`src/design/prt_pkg.sv`:
```
/*
  Shared constants for the prescaled reload timer: control bit positions,
  mode codes, count source selects and reset values.
  Assumes a single 250 MHz clock and plain control ports, no register bus.
*/
package prt_pkg;

  // Mode register encodings
  typedef enum logic [2:0] {
    PRT_MODE_TIMER   = 3'h0,
    PRT_MODE_PULSE   = 3'h1,
    PRT_MODE_EVENT   = 3'h2,
    PRT_MODE_WIDTH   = 3'h3,
    PRT_MODE_PERIOD  = 3'h4
  } prt_mode_type;

  // Count source select encodings
  localparam logic [2:0] PRT_SRC_DIV1  = 3'h0;
  localparam logic [2:0] PRT_SRC_DIV8  = 3'h1;
  localparam logic [2:0] PRT_SRC_OCO   = 3'h2;
  localparam logic [2:0] PRT_SRC_DIV2  = 3'h3;
  localparam logic [2:0] PRT_SRC_SUB32 = 3'h4;

  // Control register bit positions
  localparam int PRT_BIT_START = 0;
  localparam int PRT_BIT_CSTF  = 1;
  localparam int PRT_BIT_STOP  = 2;
  localparam int PRT_BIT_EDGF  = 4;
  localparam int PRT_BIT_UNDF  = 5;

  // Values after reset
  localparam logic [7:0] PRT_CNT_RESET = 8'hFF;
  localparam logic [7:0] PRT_CTL_RESET = 8'h00;

  // Divider terminal counts for the system clock divide-by-8 and subclock divide-by-32 taps
  localparam logic [2:0] PRT_DIV8_LAST  = 3'h7;
  localparam logic [4:0] PRT_DIV32_LAST = 5'h1F;

endpackage

```
`src/design/prt_timer.sv`:
```
/*
  Prescaled reload timer: 8-bit prescaler feeding an 8-bit main counter,
  with control/status bits and count write/read on plain ports.
  Assumes the oscillator and subclock arrive asynchronously and are
  sampled here; all logic runs on clk_i with asynchronous reset rst_i.
*/
`timescale 1ns/10ps
module prt_timer
(
  // Clock and reset
  input  wire logic       clk_i,
  input  wire logic       rst_i,
  // Asynchronous count source clocks
  input  wire logic       onchip_osc_clock_i,
  input  wire logic       subclock_i,
  // Control register write, one-cycle strobe
  input  wire logic       ctrl_wr_i,
  input  wire logic [7:0] ctrl_wdata_i,
  // Mode register write
  input  wire logic       mode_wr_i,
  input  wire logic [2:0] mode_wdata_i,
  input  wire logic [2:0] src_wdata_i,
  // Count register writes
  input  wire logic       pre_wr_i,
  input  wire logic       main_wr_i,
  input  wire logic [7:0] cnt_wdata_i,
  // Status and counts
  output logic      [7:0] ctrl_rdata_o,
  output logic      [2:0] mode_o,
  output logic      [7:0] prescale_count_o,
  output logic      [7:0] main_count_o,
  // Pin ownership and interrupt
  output logic            pin_owned_o,
  output logic            timer_irq_o
);

  ////////////////////////////////////////////////////////////////////////
  // State

  typedef struct packed {
    logic [1:0] osc_sync;
    logic [1:0] sub_sync;
    logic       osc_prev;
    logic       sub_prev;
    logic [2:0] div8;
    logic [4:0] div32;
    logic       div2;
    logic       start;
    logic       cstf;
    logic       edgf;
    logic       undf;
    logic [2:0] mode;
    logic [2:0] src;
    logic [7:0] pre_rld;
    logic [7:0] pre_cnt;
    logic [7:0] main_rld;
    logic [7:0] main_cnt;
    logic       pre_pend;
    logic       main_pend;
    logic       irq;
  } prt_state_type;

  prt_state_type s_q;
  prt_state_type s_d;
  logic          tick;
  logic          pre_unf;
  logic          main_unf;

  // Selects the count source tick for a given select code
  function automatic logic src_tick(input logic [2:0] sel,
                                    input prt_state_type s,
                                    input logic osc_rise,
                                    input logic sub_tick);
    case (sel)
      prt_pkg::PRT_SRC_DIV1:  src_tick = 1'b1;
      prt_pkg::PRT_SRC_DIV2:  src_tick = s.div2;
      prt_pkg::PRT_SRC_DIV8:
        src_tick = (s.div8 == prt_pkg::PRT_DIV8_LAST);
      prt_pkg::PRT_SRC_OCO:   src_tick = osc_rise;
      prt_pkg::PRT_SRC_SUB32: src_tick = sub_tick;
      default:                src_tick = 1'b0;
    endcase
  endfunction

  ////////////////////////////////////////////////////////////////////////
  // Next state

  // Single combinational update of the whole state record
  always_comb
  begin
    logic osc_rise;
    logic sub_rise;
    logic sub_tick;
    osc_rise = 1'b0;
    sub_rise = 1'b0;
    sub_tick = 1'b0;
    s_d      = s_q;
    // Oscillator and subclock pass two flops before edge detection
    s_d.osc_sync = {s_q.osc_sync[0], onchip_osc_clock_i};
    s_d.sub_sync = {s_q.sub_sync[0], subclock_i};
    s_d.osc_prev = s_q.osc_sync[1];
    s_d.sub_prev = s_q.sub_sync[1];
    osc_rise     = s_q.osc_sync[1] & ~s_q.osc_prev;
    sub_rise     = s_q.sub_sync[1] & ~s_q.sub_prev;
    s_d.div2 = ~s_q.div2;
    s_d.div8 = s_q.div8 + 3'h1;
    if (sub_rise)
    begin
      s_d.div32 = s_q.div32 + 5'h01;
    end
    sub_tick = sub_rise & (s_q.div32 == prt_pkg::PRT_DIV32_LAST);
    // status follows start on a source tick; a forced stop clears it at once
    tick = src_tick(s_q.src, s_q, osc_rise, sub_tick);
    if (tick)
    begin
      s_d.cstf = s_q.start;
    end
    pre_unf  = 1'b0;
    main_unf = 1'b0;
    s_d.irq  = 1'b0;
    // prescaler steps per source tick, main per prescaler underflow
    if (s_q.cstf && tick)
    begin
      if (s_q.pre_cnt == 8'h00 || s_q.pre_pend)
      begin
        // pending prescaler write lands on the source tick
        s_d.pre_cnt  = s_q.pre_rld;
        s_d.pre_pend = 1'b0;
        pre_unf      = (s_q.pre_cnt == 8'h00);
      end
      else
      begin
        s_d.pre_cnt = s_q.pre_cnt - 8'h01;
      end
      // main counter moves only on prescaler underflow
      if (pre_unf)
      begin
        // Pending main write lands here, no underflow unless at zero
        if (s_q.main_cnt == 8'h00 || s_q.main_pend)
        begin
          s_d.main_cnt  = s_q.main_rld;
          s_d.main_pend = 1'b0;
          main_unf      = (s_q.main_cnt == 8'h00);
        end
        else
        begin
          s_d.main_cnt = s_q.main_cnt - 8'h01;
        end
      end
    end
    // flags clear on zero written, one leaves them
    if (ctrl_wr_i)
    begin
      s_d.start = ctrl_wdata_i[prt_pkg::PRT_BIT_START];
      if (!ctrl_wdata_i[prt_pkg::PRT_BIT_EDGF])
      begin
        s_d.edgf = 1'b0;
      end
      if (!ctrl_wdata_i[prt_pkg::PRT_BIT_UNDF])
      begin
        s_d.undf = 1'b0;
      end
    end
    // underflow flag set wins over a same-cycle clear
    if (main_unf)
    begin
      s_d.undf = 1'b1;
      s_d.irq  = 1'b1;
    end
    // stopped writes hit reload and counter together
    if (pre_wr_i)
    begin
      s_d.pre_rld = cnt_wdata_i;
      if (!s_q.cstf)
      begin
        s_d.pre_cnt = cnt_wdata_i;
      end
      else
      begin
        s_d.pre_pend = 1'b1;
      end
    end
    if (main_wr_i)
    begin
      s_d.main_rld = cnt_wdata_i;
      if (!s_q.cstf)
      begin
        s_d.main_cnt = cnt_wdata_i;
      end
      else
      begin
        s_d.main_pend = 1'b1;
      end
    end
    // mode and source written only while idle, start and status both clear
    if (mode_wr_i && !s_q.start && !s_q.cstf)
    begin
      s_d.mode = mode_wdata_i;
      s_d.src  = src_wdata_i;
    end
    // forced stop returns counts and run bits to reset
    if (ctrl_wr_i && ctrl_wdata_i[prt_pkg::PRT_BIT_STOP])
    begin
      s_d.start    = 1'b0;
      s_d.cstf     = 1'b0;
      s_d.pre_cnt  = prt_pkg::PRT_CNT_RESET;
      s_d.pre_rld  = prt_pkg::PRT_CNT_RESET;
      s_d.main_cnt = prt_pkg::PRT_CNT_RESET;
      s_d.main_rld = prt_pkg::PRT_CNT_RESET;
      s_d.pre_pend = 1'b0;
      s_d.main_pend = 1'b0;
    end
  end

  ////////////////////////////////////////////////////////////////////////
  // Registers

  // whole state registered on one clock
  always_ff @(posedge clk_i or posedge rst_i)
  begin
    if (rst_i)
    begin
      s_q          <= '0;
      s_q.pre_rld  <= prt_pkg::PRT_CNT_RESET;
      s_q.pre_cnt  <= prt_pkg::PRT_CNT_RESET;
      s_q.main_rld <= prt_pkg::PRT_CNT_RESET;
      s_q.main_cnt <= prt_pkg::PRT_CNT_RESET;
    end
    else
    begin
      s_q <= s_d;
    end
  end

  ////////////////////////////////////////////////////////////////////////
  // Outputs

  // live counter values on the read ports
  always_comb
  begin
    ctrl_rdata_o = prt_pkg::PRT_CTL_RESET;
    ctrl_rdata_o[prt_pkg::PRT_BIT_START] = s_q.start;
    ctrl_rdata_o[prt_pkg::PRT_BIT_CSTF]  = s_q.cstf;
    ctrl_rdata_o[prt_pkg::PRT_BIT_EDGF]  = s_q.edgf;
    ctrl_rdata_o[prt_pkg::PRT_BIT_UNDF]  = s_q.undf;
  end
  assign mode_o           = s_q.mode;
  assign prescale_count_o = s_q.pre_cnt;
  assign main_count_o     = s_q.main_cnt;
  assign timer_irq_o      = s_q.irq;
  // timer mode never claims the shared pins
  assign pin_owned_o = (s_q.mode != prt_pkg::PRT_MODE_TIMER);

  ////////////////////////////////////////////////////////////////////////
  // Checks

  irq_sets_flag_a:
    assert property (@(posedge clk_i) disable iff (rst_i)
      timer_irq_o |-> s_q.undf)
    else $error("irq without underflow flag");

  force_stop_a:
    assert property (@(posedge clk_i) disable iff (rst_i)
      ctrl_wr_i && ctrl_wdata_i[prt_pkg::PRT_BIT_STOP] |=>
      main_count_o == 8'hFF && prescale_count_o == 8'hFF && !s_q.cstf)
    else $error("forced stop did not reset counts");

  flag_hold_a:
    assert property (@(posedge clk_i) disable iff (rst_i)
      !s_q.undf && !main_unf |=> !s_q.undf)
    else $error("underflow flag set without cause");

  stopped_load_a:
    assert property (@(posedge clk_i) disable iff (rst_i)
      pre_wr_i && !s_q.cstf && !ctrl_wr_i |=>
      prescale_count_o == $past(cnt_wdata_i))
    else $error("stopped prescaler write not loaded");

  main_hold_a:
    assert property (@(posedge clk_i) disable iff (rst_i)
      s_q.cstf && !pre_unf && !ctrl_wr_i && !main_wr_i |=>
      $stable(main_count_o))
    else $error("main counter moved without prescaler underflow");

  stop_halts_a:
    assert property (@(posedge clk_i) disable iff (rst_i)
      !s_q.cstf && !pre_wr_i && !ctrl_wr_i |=> $stable(prescale_count_o))
    else $error("prescaler moved while stopped");

  status_follow_a:
    assert property (@(posedge clk_i) disable iff (rst_i)
      tick && !ctrl_wr_i |=> s_q.cstf == $past(s_q.start))
    else $error("status flag did not follow start");

  main_reload_a:
    assert property (@(posedge clk_i) disable iff (rst_i)
      main_unf && !ctrl_wr_i |=> main_count_o == $past(s_q.main_rld))
    else $error("main counter did not reload");

  // every main underflow raises the request
  irq_on_unf_a:
    assert property (@(posedge clk_i) disable iff (rst_i)
      main_unf |=> timer_irq_o)
    else $error("main underflow without interrupt");

  // running prescaler waits for a tick
  pre_wait_a:
    assert property (@(posedge clk_i) disable iff (rst_i)
      s_q.cstf && !tick && !ctrl_wr_i |=> $stable(prescale_count_o))
    else $error("running prescaler moved off a source tick");

  // pending prescaler value lands on tick
  pre_land_a:
    assert property (@(posedge clk_i) disable iff (rst_i)
      s_q.cstf && tick && s_q.pre_pend && !ctrl_wr_i |=>
      prescale_count_o == $past(s_q.pre_rld))
    else $error("pending prescaler value not loaded");

  // pending main value lands on prescaler underflow
  main_land_a:
    assert property (@(posedge clk_i) disable iff (rst_i)
      pre_unf && s_q.main_pend && !ctrl_wr_i |=>
      main_count_o == $past(s_q.main_rld))
    else $error("pending main value not loaded");

endmodule

```
`config.mk`:
```
export PLATFORM = sky130hd
export DESIGN_NAME = prt_timer
export DESIGN_NICKNAME = d
export VERILOG_FILES = /design/src/design/prt_pkg.sv /design/src/design/prt_timer.sv
export SDC_FILE = /design/constraint.sdc
export NUM_CORES = 1
export LEC_CHECK = 0
export BUFFER_PORTS_ARGS = -buffer_cell sky130_fd_sc_hd__buf_2
export CAP_MARGIN = 20
export CORE_ASPECT_RATIO = 1.4
export CORE_MARGIN = 5
export CORE_UTILIZATION = 60
export CTS_CLUSTER_SIZE = 8
export DETAILED_ROUTE_END_ITERATION = 16
export PLACE_DENSITY = 0.85
export SYNTH_ARGS = -nofsm -noshare
export SYNTH_HDL_FRONTEND = slang
export SYNTH_SLANG_ARGS = --single-unit
```
`constraint.sdc`:
```
create_clock -name clk_i -period 5.92 [get_ports clk_i]
set_input_delay 0.592 -clock clk_i [delete_from_list [all_inputs] [get_ports clk_i]]
set_output_delay 0.592 -clock clk_i [all_outputs]
set_load 0.1 [all_outputs]
```
**Word level (Yosys, flattened, before mapping)**

Index checks and enable logic that the tools add are counted.

- Bitwise logic cells: 6
- Equality and inequality tests: 7
- Add/sub/neg operators: 4
- Mux-type cells: 30
- Reduce and logical (&&, ||, !) cells: 18

Operators by type and width:

| kind | count |
|---|---|
| 2-to-1 mux 8 bit | 6 |
| 2-to-1 mux 34 bit | 1 |
| 2-to-1 mux 16 bit | 2 |
| 2-to-1 mux 1 bit | 18 |
| logical NOT 8 bit | 2 |
| subtractor 8 x 1 -> 8 bit (second input constant) | 2 |
| 2-to-1 mux 10 bit | 1 |
| nonzero test 2 bit | 5 |
| equality test 3 x 2 -> 1 bit (second input constant) | 2 |
| equality test 3 bit (second input constant) | 2 |
| adder 5 x 1 -> 5 bit (second input constant) | 1 |
| equality test 5 bit (second input constant) | 1 |
| one-hot mux 1 bit (5 select lines) | 1 |
| logical AND 1 bit | 4 |
| adder 3 x 1 -> 3 bit (second input constant) | 1 |
| AND 1 bit | 3 |
| equality test 3 x 1 -> 1 bit (second input constant) | 1 |
| logical NOT 3 bit | 1 |
| inverter 1 bit | 3 |
| nonzero test 3 bit | 1 |
| logical NOT 1 bit | 2 |
| logical OR 1 bit | 2 |
| 2-to-1 mux 2 bit | 1 |
| inequality test 2 x 1 -> 1 bit (second input constant) | 1 |
| AND reduction 2 bit | 1 |

- Bits of input ports: 30
- Register bits: 59

**Logic depth before layout (Yosys ltp)**

- Depth in word-level cells: 11
- Mapped depth: 9

**Least setup slack after synthesis**

No wires, ideal clock.

- Kind: flip-flop to flip-flop
- Start: register s_q[46] (netlist name)
- End: register s_q (netlist bit main_count_o[6])
- Period minus slack after synthesis: 2.307 ns
- Stages on the path, launching flop included: 9
- Required time: 5.843 ns
- Data arrival time: 2.229 ns
- Library setup time: 0.077 ns
- Setup slack: 3.613 ns
- Cells stage by stage: dfrtp_1 > ha_1 > and3_1 > ha_1 > nand4bb_4 > a2111oi_4 > o211ai_2 > or4b_1 > a31oi_1

RTL lines:

| element | line | source |
|---|---|---|
| start, declared | prt_timer.sv:63 | `prt_state_type s_q;` |

==> Flow_metrics.wiki <==
{| class="wikitable"
! Metric !! Value
|-
| Status || complete, no violations
|-
| Gate count of the mapped netlist || 324
|-
| Crit end category || flip-flop
|-
| Number of synthesized flops with an enable pin || 0
|-
| Part of the total power dissipated in sequential elements || 39.9%
|-
| Number of flip-flops and latches in the synthesized netlist || 59
|-
| Asr flop ratio synth || 100%
|-
| Global placer's final weighted congestion || 0.856
|-
| Mapped Area || 3260 um2
|-
| Starting DRC count in detailed routing || 131
|-
| Critical Path Most Common Cell || sky130_fd_sc_hd__ha_1
|-
| Sequential-to-total area share from yosys stat || 46.6%
|-
| Worst r2r path cells || 8
|-
| Adder-cell share of the synthesized area || 3.07%
|-
| Initial core utilization || 62.2%
|-
| Crit Reg-Reg Endpoint || main_count_o[6]
|-
| Overall fraction of global-route tracks in use || 20.6%
|-
| Chain of cells forming the critical path || ha_1, and3_1, ha_1, nand4bb_4, a2111oi_4, o211ai_2, or4b_1, a31oi_1
|-
| Post-detailed-placement half-perimeter wirelength || 4.83 mm
|-
| Main combinational cell family by area after synthesis || simple AND/OR/NAND/NOR gates
|-
| DR vias || 2409
|-
| Final hold slack || 350 ps
|-
| Final Cycle Share || 46.2%
|-
| Reported net switching power || 0.000599 W
|-
| Data arrival, critical path || 3000 ps
|-
| WS Path Type || reg -> reg
|-
| Highest net fanout along the worst path || 16
|-
| Crit-path slowest cell || sky130_fd_sc_hd__or4b_1
|-
| Power per standard cell area || 402 nW/um2
|-
| Number of clock buffers inserted by TritonCTS || 9
|-
| Multiplexer fraction of the synthesized cell area || 9.22%
|-
| Fin. max-slew vios || 0
|-
| Cell internal power dissipation || 0.000832 W
|-
| Xor and xnor fraction of the mapped netlist area || 2.69%
|-
| Fraction of layout instances using a drive strength above 1 || 31.8%
|-
| Count of antenna diodes in the layout || 0
|-
| Drt pass-1 iters || 4
|-
| Deepest level of the CTS H-tree || 3
|-
| Area enclosed by the die boundary || 7020 um2
|-
| RSZ-0062 raised after global routing || false
|-
| Post-synth top flop || sky130_fd_sc_hd__dfstp_2
|-
| Port bufs || 48
|-
| Worst R2R Start || s_q[46]
|-
| Post-CTS setup-driven buffer insertion count || 0
|-
| Max cap viols || 0
|-
| Clock insertion delay at the later pin of the skew report || 340 ps
|-
| Filler cell count || 413
|-
| Clock transition at the registers of the reported paths || 60 ps
|-
| Area fraction in compound gates after synthesis || 13.0%
|-
| Yosys cell types || 52
|-
| TritonCTS clock tree || built
|-
| Kind of path behind the tightest hold check || reg -> reg
|-
| Clock root buffer || sky130_fd_sc_hd__clkbuf_8
|-
| Timing-limited maximum frequency || 366 MHz
|-
| Final critical path time including I/O delays and setup || 2740 ps
|-
| Cells resized by post-CTS repair || 0
|-
| Simple-gate share of the synthesized area || 16.0%
|-
| Combinational share of power || 35.1%
|-
| Hold path cells || 0
|-
| Critical path's largest stage delay || 620 ps
|-
| Post-layout net count || 388
|-
| Max-slew headroom at the worst pin || 34.9%
|-
| Number of global-route vias before repair || 2462
|-
| Height of the chip || 97.2 um
|-
| Worst Min Path Start || s_d[59]
|-
| CTS sink count || 59
|-
| Horizontal die dimension || 72.3 um
|-
| Final Routed Wirelength || 6.86 mm
|-
| Number of antenna violations at the first check in global routing || 0
|-
| Clock power share || 25.0%
|-
| VDD IR max || 0.000180 V
|-
| Layout overhead on the synthesized area || 9.38%
|-
| Endpoint with the worst hold slack || s_d[55]
|-
| Final Skew || 3.02 ps
|-
| Worst reg-to-reg setup slack || 3180 ps
|-
| Remaining antenna violation count || 0
|-
| Sum of overflow across all layers after global routing || 0
|-
| Measured slew at the worst slew-check pin || 976 ps
|-
| LEAKAGE || 1.66 nW
|-
| Hold violation count in the final report || 0
|-
| Global-route wire length before repair || 11.4 mm
|-
| Cts-stage hold buffer count || 0
|-
| Required time of the worst setup path || 6180 ps
|-
| Area inside the core boundary || 5240 um2
|-
| Vias/cell || 5.72
|-
| IO Count || 59
|-
| Largest net degree at the start of global routing || 60
|-
| Post-Synthesis Mean Instance Area || 10.0 um2
|-
| DRC viols || 0
|-
| Final setup violating endpoints || 0
|-
| Switch share || 41.9%
|-
| Total power || 0.00143 W
|-
| Total number of placement rows || 31
|-
| Largest buffer count on any clock path || 2
|-
| Kind of launch point of the worst setup path || flip-flop
|-
| Accumulated negative setup slack || 0 ps
|-
| Syn. warnings || 0
|-
| Routed wire length per instance || 16.3 um
|}
-- flip-flops by register name, summed over array words and instances, names as in the netlist --
| register | count |
|---|---|
| timer_irq_o | 1 |
| prescale_count_o | 8 |
| ctrl_rdata_o | 3 |
| main_count_o | 8 |
| mode_o | 3 |
| s_q | 32 |
| s_d | 4 |
-- area by class of cell --
class / instances / area, um2 / area share [%]
sequential: 59 / 1520 / 42.6
multi-input combinational: 216 / 1450 / 40.8
timing repair buffer: 50 / 255 / 7.17
clock buffer: 15 / 196 / 5.52
tap: 66 / 82.6 / 2.32
inverter: 14 / 52.6 / 1.48
clock inverter: 1 / 5.00 / 0.141
-- per-layer routing --
metal  GRT usage [%]  vias up  part of all wire [%]
met4            12.9        0                   3.3
met1            24.7     1154                    40
met3            4.04       21                   6.9
met2            33.1       98                    50
li1                -     1136                     -
met5               0        -                     0
-- per-stage QoR --
stage,std cells,util [%],area (um2),setup WS (ps)
3_3_place_gp,404,64.0,3350,3280
5_1_grt,421,68.0,3560,3010
6_report,421,68.0,3560,3180
3_5_place_dp,404,64.0,3350,3210
2_1_floorplan,328,-,3270,3610
4_1_cts,420,67.9,3550,3200
-- Yosys cell counts (6+ instances only) --
library cell	count	area, um2
sky130_fd_sc_hd__ha_1	8	100
sky130_fd_sc_hd__clkbuf_1	10	37.5
sky130_fd_sc_hd__mux2_2	8	90.1
sky130_fd_sc_hd__dfstp_2	32	841
sky130_fd_sc_hd__o211ai_1	7	52.6
sky130_fd_sc_hd__dfrtp_1	27	676
sky130_fd_sc_hd__a21oi_1	16	80.1
sky130_fd_sc_hd__nor2b_1	8	50.1
sky130_fd_sc_hd__o21ai_0	13	65.1
sky130_fd_sc_hd__nand2_1	41	154
sky130_fd_sc_hd__xnor2_1	6	52.6
sky130_fd_sc_hd__inv_1	14	52.6
sky130_fd_sc_hd__buf_4	27	203
sky130_fd_sc_hd__a31oi_1	7	43.8
sky130_fd_sc_hd__nor2_1	22	82.6
sky130_fd_sc_hd__mux2i_1	21	210
-- power groups by stage --
stage          logic, W  clock network [W]  registers (W)
2_1_floorplan  0.000468                  0       0.000552
3_3_place_gp   0.000486                  0       0.000571
3_5_place_dp   0.000496                  0       0.000575
4_1_cts        0.000501           0.000364       0.000570
5_1_grt        0.000532           0.000383       0.000580
6_report       0.000502           0.000358       0.000570
-- how the worst max path moves through the flow --
stage	start	endpoint	slack, ps	depth (start not counted)
floorplan	s_q[46]	main_count_o[6]	3610	8
global placement	s_q[46]	main_count_o[6]	3280	8
detailed placement	s_q[46]	main_count_o[6]	3210	8
CTS	s_q[46]	main_count_o[6]	3200	8
global route	s_q[46]	main_count_o[6]	3010	8
finish	s_q[46]	main_count_o[6]	3180	8
-- cells in the final DEF (no fill, tap or decap), drive strengths merged, types with 14 or more instances in the layout --
master / instances
o21ai: 14
inv: 14
dfrtp: 27
clkbuf: 15
nor2: 22
nand2: 41
a21oi: 16
buf: 50
dfstp: 32
mux2i: 21
-- kinds of logic (layout without fill, tap and decap cells) --
| family | after synthesis | in the layout |
|---|---|---|
| compound gates | 63 | 63 |
| xor+xnor | 10 | 10 |
| fa+ha+maj | 8 | 8 |
| buf+inv | 53 | 80 |
| flops | 59 | 59 |
| mux | 29 | 29 |
| other cells | 1 | 5 |
| simple gates | 101 | 101 |
-- critical path, delay by kind of cell (launching register included) --
family                   cells  cell delay (ps)
adder cells (fa/ha/maj)      2              360
AND/OR/NAND/NOR              3              920
AO/OA/AOI/OAI                3              990
flip-flops                   1              390
Note: power is estimated with default switching activity, not from simulation.
